$ cat config.mk
export PLATFORM = sky130hd
export DESIGN_NAME = oring_switch_control
export DESIGN_NICKNAME = d
export VERILOG_FILES = /design/src/logic/oring_pkg.sv /design/src/logic/trip_debounce.sv /design/src/logic/oring_switch_control.sv
export SDC_FILE = /design/constraint.sdc
export NUM_CORES = 1
export LEC_CHECK = 0
export ABC_AREA = 1
export BUFFER_PORTS_ARGS = -buffer_cell sky130_fd_sc_hd__buf_2
export CAP_MARGIN = 0
export CORE_MARGIN = 2
export CORE_UTILIZATION = 40
export DETAILED_ROUTE_END_ITERATION = 8
export GPL_ROUTABILITY_DRIVEN = 1
export PLACE_DENSITY = 0.86
export SLEW_MARGIN = 0
export SYNTH_ARGS = -nofsm -noshare
export SYNTH_HDL_FRONTEND = slang
export SYNTH_HIERARCHICAL = 1
export SYNTH_SLANG_ARGS = --single-unit
$ cat constraint.sdc
create_clock -name ref_clk -period 1.66 [get_ports ref_clk]
set_input_delay 0.083 -clock ref_clk [delete_from_list [all_inputs] [get_ports ref_clk]]
set_output_delay 0.083 -clock ref_clk [all_outputs]
set_load 0.005 [all_outputs]
$ cat src/logic/oring_pkg.sv
// Purpose: shared constants for the oring switch control block
// Assumes: 20 MHz ref_clk, avalon-mm byte addresses, 32-bit data
// Notes:   threshold tables are in mV or in tenths of a percent
package oring_pkg;

    // register byte addresses
    localparam logic [7:0] ADDR_SETTINGS = 8'h30;
    localparam logic [7:0] ADDR_STATUS   = 8'h34;

    // settings field positions
    localparam int ACC_THR_HI  = 7;
    localparam int ACC_THR_LO  = 6;
    localparam int EN_THR_HI   = 5;
    localparam int EN_THR_LO   = 4;
    localparam int FAST_THR_HI = 3;
    localparam int FAST_THR_LO = 2;
    localparam int FAST_DEB_B  = 1;
    localparam int FAST_BYP_B  = 0;

    // status field positions
    localparam int ST_SWITCH_B = 0;
    localparam int ST_ACC_B    = 1;
    localparam int ST_EN_B     = 2;
    localparam int ST_RAW_B    = 3;
    localparam int ST_TRIP_B   = 4;

    localparam logic [7:0] SETTINGS_RST = 8'h00;

    // accurate flag threshold, mV (code 00, reserved codes fall back to it)
    localparam int ACC_THR_MV = 0;

    // enable thresholds in tenths of a percent of adc full range
    localparam int EN_THR_0_PM = -5;
    localparam int EN_THR_1_PM = 0;
    localparam int EN_THR_2_PM = 10;
    localparam int EN_THR_3_PM = 20;
    localparam int PM_SCALE    = 1000;

    // fast turn-off thresholds, mV
    localparam int FAST_THR_0_MV = -100;
    localparam int FAST_THR_1_MV = -75;
    localparam int FAST_THR_2_MV = -50;
    localparam int FAST_THR_3_MV = -25;

    // debounce times, rounded up to whole clocks
    localparam int CLK_PERIOD_NS  = 50;
    localparam int DEB_SHORT_NS   = 40;
    localparam int DEB_LONG_NS    = 200;
    localparam int DEB_SHORT_CYC  = (DEB_SHORT_NS + CLK_PERIOD_NS - 1) / CLK_PERIOD_NS;
    localparam int DEB_LONG_CYC   = (DEB_LONG_NS + CLK_PERIOD_NS - 1) / CLK_PERIOD_NS;
    localparam int DEB_CNT_W      = 4;

    typedef enum logic {
        SW_OFF,
        SW_ON
    } switch_state_e;

endpackage

$ cat src/logic/trip_debounce.sv
// Purpose: counts consecutive fast comparator hits before a trip
// Assumes: raw is a same-clock registered comparator result
// Notes:   trip clears as soon as raw drops
module trip_debounce
    import oring_pkg::*;
(
    input  wire logic ref_clk,
    input  wire logic sys_rst,
    input  wire logic raw,
    input  wire logic long_sel,
    output logic      tripped
);

    logic [DEB_CNT_W-1:0] cnt;
    wire  [DEB_CNT_W-1:0] need     = long_sel ? DEB_CNT_W'(DEB_LONG_CYC)
                                              : DEB_CNT_W'(DEB_SHORT_CYC);
    wire  [DEB_CNT_W-1:0] cnt_inc  = (cnt == need) ? cnt : cnt + 1'b1;
    wire                  next_trip = raw && (cnt_inc >= need);

    // count stops at the target; it wraps only if long_sel drops while cnt is past the short target
    always_ff @(posedge ref_clk) begin
        if (sys_rst) begin
            cnt     <= '0;
            tripped <= 1'b0;
        end else begin
            cnt     <= raw ? cnt_inc : '0;
            tripped <= next_trip;
        end
    end

endmodule // trip_debounce

$ cat src/logic/oring_switch_control.sv
// Purpose: oring switch setting register and on/off decision logic
// Assumes: sense samples are produced by front-end logic on ref_clk
// Notes:   one avalon-mm slave with a single wait state per access
//
// the current sense input is the pos-minus-neg difference in mV; the
// voltage input is local minus remote sense, in adc codes.

// Functional notes
// - accurate flag sets when sense difference reaches field 7:6 threshold, 0 mV.
// - switch may turn on only while local minus remote exceeds field 5:4 threshold.
// - fast path turns off below -100, -75, -50 or -25 mV per field 3:2.
// - fast result is debounced 40 ns or 200 ns per bit 1 first.
// - bit 0 set bypasses fast turn-off; accurate path alone turns switch off.
module oring_switch_control
    import oring_pkg::*;
#(
    parameter int CS_W     = 9,
    parameter int VS_W     = 13,
    parameter int ADC_FULL = 4096
) (
    input  wire logic                   ref_clk,
    input  wire logic                   sys_rst,
    // avalon-mm slave
    input  wire logic [7:0]             address,
    input  wire logic                   read,
    input  wire logic                   write,
    input  wire logic [31:0]            writedata,
    input  wire logic [3:0]             byteenable,
    output logic      [31:0]            readdata,
    output logic                        waitrequest,
    // sense samples
    input  wire logic signed [CS_W-1:0] cs_diff_mv,
    input  wire logic signed [VS_W-1:0] vs_diff,
    // switch side
    output logic                        oring_switch,
    output logic                        accurate_flag
);

    // enable thresholds scaled to adc codes
    localparam int EN_TH0 = ADC_FULL * EN_THR_0_PM / PM_SCALE;
    localparam int EN_TH1 = ADC_FULL * EN_THR_1_PM / PM_SCALE;
    localparam int EN_TH2 = ADC_FULL * EN_THR_2_PM / PM_SCALE;
    localparam int EN_TH3 = ADC_FULL * EN_THR_3_PM / PM_SCALE;

    logic [7:0]    settings;
    logic          enable_ok;
    logic          fast_raw;
    logic          fast_trip;
    switch_state_e state;
    switch_state_e next_state;

    // ------------------------------------------------------------
    // bus decode
    // ------------------------------------------------------------

    // waitrequest is high at rest; it drops for one cycle per request
    wire req        = read | write;
    wire bus_accept = req & waitrequest;
    wire bus_done   = req & ~waitrequest;
    wire hit_set    = (address == ADDR_SETTINGS);
    wire hit_stat   = (address == ADDR_STATUS);
    wire set_wr     = bus_done & write & hit_set & byteenable[0];

    wire [7:0] status_bits;
    assign status_bits[ST_SWITCH_B] = oring_switch;
    assign status_bits[ST_ACC_B]    = accurate_flag;
    assign status_bits[ST_EN_B]     = enable_ok;
    assign status_bits[ST_RAW_B]    = fast_raw;
    assign status_bits[ST_TRIP_B]   = fast_trip;
    assign status_bits[7:5]         = 3'h0;

    // unmapped addresses read as zero, writes to them are dropped
    wire [31:0] rd_mux = hit_set  ? {24'h000000, settings}    :
                         hit_stat ? {24'h000000, status_bits} :
                                    32'h00000000;

    // ------------------------------------------------------------
    // field decode
    // ------------------------------------------------------------

    wire [1:0] acc_code  = settings[ACC_THR_HI:ACC_THR_LO];
    wire [1:0] en_code   = settings[EN_THR_HI:EN_THR_LO];
    wire [1:0] fast_code = settings[FAST_THR_HI:FAST_THR_LO];
    wire       deb_long  = settings[FAST_DEB_B];
    wire       fast_byp  = settings[FAST_BYP_B];

    // reserved codes are not guarded; they reuse the 0 mV level
    wire signed [CS_W-1:0] acc_thr = (acc_code == 2'h0) ? CS_W'(ACC_THR_MV)
                                                        : CS_W'(ACC_THR_MV);

    wire signed [VS_W-1:0] en_thr =
        (en_code == 2'h0) ? VS_W'(EN_TH0) :
        (en_code == 2'h1) ? VS_W'(EN_TH1) :
        (en_code == 2'h2) ? VS_W'(EN_TH2) :
                            VS_W'(EN_TH3);

    wire signed [CS_W-1:0] fast_thr =
        (fast_code == 2'h0) ? CS_W'(FAST_THR_0_MV) :
        (fast_code == 2'h1) ? CS_W'(FAST_THR_1_MV) :
        (fast_code == 2'h2) ? CS_W'(FAST_THR_2_MV) :
                              CS_W'(FAST_THR_3_MV);

    // ------------------------------------------------------------
    // comparisons
    // ------------------------------------------------------------

    wire next_acc     = (cs_diff_mv >= acc_thr);
    wire next_enable  = (vs_diff > en_thr);
    wire next_fastraw = (cs_diff_mv < fast_thr);

    // fast trip only acts when the bypass bit is clear
    wire fast_off = fast_trip & ~fast_byp;
    // with bypass, reverse current seen by the accurate path turns it off
    wire acc_off  = fast_byp & ~accurate_flag;

    // ------------------------------------------------------------
    // switch state
    // ------------------------------------------------------------

    always_comb begin
        next_state = state;
        case (state)
            SW_OFF: begin
                // a pending fast trip holds the switch off as well
                if (enable_ok && !fast_off) begin
                    next_state = SW_ON;
                end
            end
            SW_ON: begin
                if (fast_off || acc_off) begin
                    next_state = SW_OFF;
                end
            end
            default: begin
                next_state = SW_OFF;
            end
        endcase
    end

    // the fast comparator is debounced before it may turn off the switch
    trip_debounce u_trip_debounce (
        .ref_clk  (ref_clk),
        .sys_rst  (sys_rst),
        .raw      (fast_raw),
        .long_sel (deb_long),
        .tripped  (fast_trip)
    );

    // ------------------------------------------------------------
    // registers
    // ------------------------------------------------------------

    // bus handshake: one wait state, read data loaded on acceptance
    always_ff @(posedge ref_clk) begin
        if (sys_rst) begin
            waitrequest <= 1'b1;
            readdata    <= 32'h00000000;
        end else begin
            waitrequest <= ~bus_accept;
            if (bus_accept && read) begin
                readdata <= rd_mux;
            end
        end
    end

    // setting register, only byte lane 0 carries bits
    always_ff @(posedge ref_clk) begin
        if (sys_rst) begin
            settings <= SETTINGS_RST;
        end else if (set_wr) begin
            settings <= writedata[7:0];
        end
    end

    // comparator results and switch drive
    always_ff @(posedge ref_clk) begin
        if (sys_rst) begin
            accurate_flag <= 1'b0;
            enable_ok     <= 1'b0;
            fast_raw      <= 1'b0;
            state         <= SW_OFF;
            oring_switch  <= 1'b0;
        end else begin
            accurate_flag <= next_acc;
            enable_ok     <= next_enable;
            fast_raw      <= next_fastraw;
            state         <= next_state;
            oring_switch  <= (next_state == SW_ON);
        end
    end

endmodule // oring_switch_control

==> qor.txt <==
initial drt markers - 118
crit-path max FO - 7
Clock Skew - 0.00277 ns
count of different cell masters after synthesis - 24
post-route ant nets - 0
slowest stage delay, CP - 0.34 ns
CP Capture Type - flop
Core Area - 0.00435 mm2
total negative setup slack - -0.0115 ns
depth of the worst hold-timing path - 2
Netlist Area Pre-Place - 0.00182 mm2
register area - 528 um2
maxcap violations - 0
Reg2Reg Capture Point - enable_ok
Total GRT Usage - 16.8%
outcome - finished with violations
wire per inst - 12.3 um
grt ovf - 0
predominant post-synthesis flop cell - dfxtp_1
crit share post-route - 101%
# fillers - 384
Synth Register Bits - 26
Tmin final - 1.67 ns
H-tree depth - 1
initial cell density of the core - 41.7%
RR Startpoint - settings[4]
clk sinks - 26
critical path class - flop to flop
# port buffers - 53
final core utilization - 54.2%
initial antenna violation count - 0
DP HPWL - 3010 um
slowest cell on the critical path - dfxtp_2
asr flop ratio synth - 0%
Avg Cell Area, Syn - 7.01 um2
layout cell share with drive strength beyond 1 - 33.1%
clk root buf - clkbuf_8
Hold Crit Class - input pin to flop
Placement Rows - 24
worst vdd ir - 0.000433 V
final max-slew violation count - 0
leading area contributor after synthesis - dfxtp_1
Worst Hold Endpoint - waitrequest
Post-synth top cells - nand2_1 (46), nor2_1 (35), inv_1 (33)
cells after synthesis - 259
hold path start - read
Seq/Total Area, Yosys - 28.7%
Power Density - 600 mW/mm2
Clock Latency Late Sink - 0.27 ns
number of enable flip-flop cells after synthesis - 0
Critical Path AT - 1.88 ns
most frequent CP cell - nand2_2
count leader, synth - nand2_1
Num CTS Buffers - 3
share of the synthesized area in the top cell type - 28.7%
Critical Path Start Type - flop
pre-CTS setup slack - -0.123 ns
diode count - 0
setup slack, reg-to-reg - -0.01 ns
Final Power - 1.42 mW
die area - 0.00510 mm2
crit path cell chain - inv_2 -> ha_4 -> inv_8 -> ha_4 -> nand2_4 -> nor2_4 -> inv_1 -> nor2_4 -> nand2_2 -> nand2_2 -> nand2_2 -> a21oi_2
Vias/cell - 4.86
Final nets - 413
synth top area cells - dfxtp_1 (29%), ha_1 (15%), buf_4 (9.9%), nand2_1 (9.5%), nor2_1 (7.2%)
Initial DRT Pass Iterations - 4
GP Congestion - 0.808
die width - 71.4 um
CTS tree - yes
yosys warns - 6
Fmax - 0.598 GHz
setup violators final - 1
Clock Path Buffers - 2
Area growth syn-to-layout - 29.9%
Clk pin slew, worst setup/hold paths - 0.09 ns
PnR worst setup slack - -0.0115 ns
FF-to-FF path depth - 12
final hold vios - 0
largest net degree at the start of global routing - 17
failing checks - setup timing
DRT Wirelength - 4580 um
Residual DRC - 0
die height - 71.4 um
Top Ports - 105
Critical Path RT - 1.87 ns
RSZ-0062 raised after global routing - yes
first-pass GRT wire length - 7150 um
Pleak - 1.21 nW
area of the multi-input gates - 0.00120 mm2
vias in the first global route - 1697
Vias - 1808
[kinds of logic (layout without fill, tap and decap cells)]
family	Yosys count	after routing	share of synthesized area (%)
simple gates	106	106	25.3
buf+inv	64	102	18.6
compound gates	38	38	11.2
flops	26	26	28.7
fa+ha+maj	22	22	15.2
xor+xnor	2	2	0.964
other cells	1	24	0.206
[worst max-delay path: cells and delay by family (launching register included)]
family                     cells  cell delay, ns
buffers and inverters          3            0.20
and+or+nand+nor                6            0.49
AOI/OAI and AO/OA              1            0.12
DFF                            1            0.34
adders and majority gates      2            0.45
[what timing repair did]
action / in CTS / in global routing
pin swaps: 7 / 11
gates resized for setup: 17 / 26
setup buffers: 1 / 3
hold buffers: 1 / 0
hold endpoints to repair: 1 / 0
setup endpoints to repair: 1 / 2
[through the flow]
stage	cells	hold slack [ns]	area, um2
after floorplan	282	0.155	1900
after CTS	369	0.00574	2230
after global placement	363	0.275	2070
after detailed placement	363	0.279	2070
after global routing	372	0.0305	2360
final	372	0.00949	2360
[final cells by class]
class	count	share of cell area, %
well taps	52	2.76
multi-input cells	192	51.0
repair buffers	64	15.2
clock inverters	1	1.27
flip-flops and latches	26	22.4
clock buffers	3	1.75
inverters	34	5.73
[report_power, final]
part	switching [mW]	leakage (nW)	internal (mW)	total, mW
clock network	0.197	0.0357	0.323	0.520
logic	0.132	0.957	0.104	0.236
registers	0.0144	0.215	0.645	0.660
total	0.344	1.21	1.07	1.42
[cells in the final DEF, fill, tap and decap left out, drive strengths merged]
| cell | Yosys | routed |
|---|---|---|
| buf | 25 | 63 |
| nand2 | 49 | 49 |
| nor2 | 36 | 36 |
| inv | 34 | 34 |
| dfxtp | 26 | 26 |
| conb | 1 | 24 |
| ha | 22 | 22 |
| a21oi | 20 | 20 |
| nand3 | 16 | 16 |
| o21ai | 14 | 14 |
| clkbuf | 5 | 3 |
| o211ai | 2 | 2 |
| xor2 | 2 | 2 |
| nor3 | 1 | 1 |
| nor3b | 1 | 1 |
| and3b | 1 | 1 |
| and2 | 1 | 1 |
| nand4 | 1 | 1 |
| o2111ai | 1 | 1 |
| a221oi | 1 | 1 |
| bufinv | 0 | 1 |
| dlygate4sd3 | 0 | 1 |
[how the worst max path moves through the flow]
stage | end | cells past startpoint | from
floorplan | enable_ok | 12 | settings[4]
global placement | enable_ok | 12 | settings[4]
detailed placement | enable_ok | 12 | settings[4]
CTS | enable_ok | 13 | settings[5]
global route | enable_ok | 9 | settings[4]
finish | enable_ok | 12 | settings[4]
[flip-flops by register name, summed over array words and instances (netlist names)]
signal / count
settings: 8
waitrequest: 1
accurate_flag: 1
fast_raw: 1
readdata: 8
state: 1
u_trip_debounce/cnt: 4
u_trip_debounce/tripped: 1
enable_ok: 1
[routing by layer]
layer  part of all wire (%)  vias to the layer above  GRT usage, %
met5                      0                        -             0
met4                   0.87                        0          5.03
met3                    5.9                        6          2.25
met2                     53                       71          31.6
met1                     41                      826          19.6
li1                       -                      905             -
Note: power is estimated with default switching activity, not from simulation.
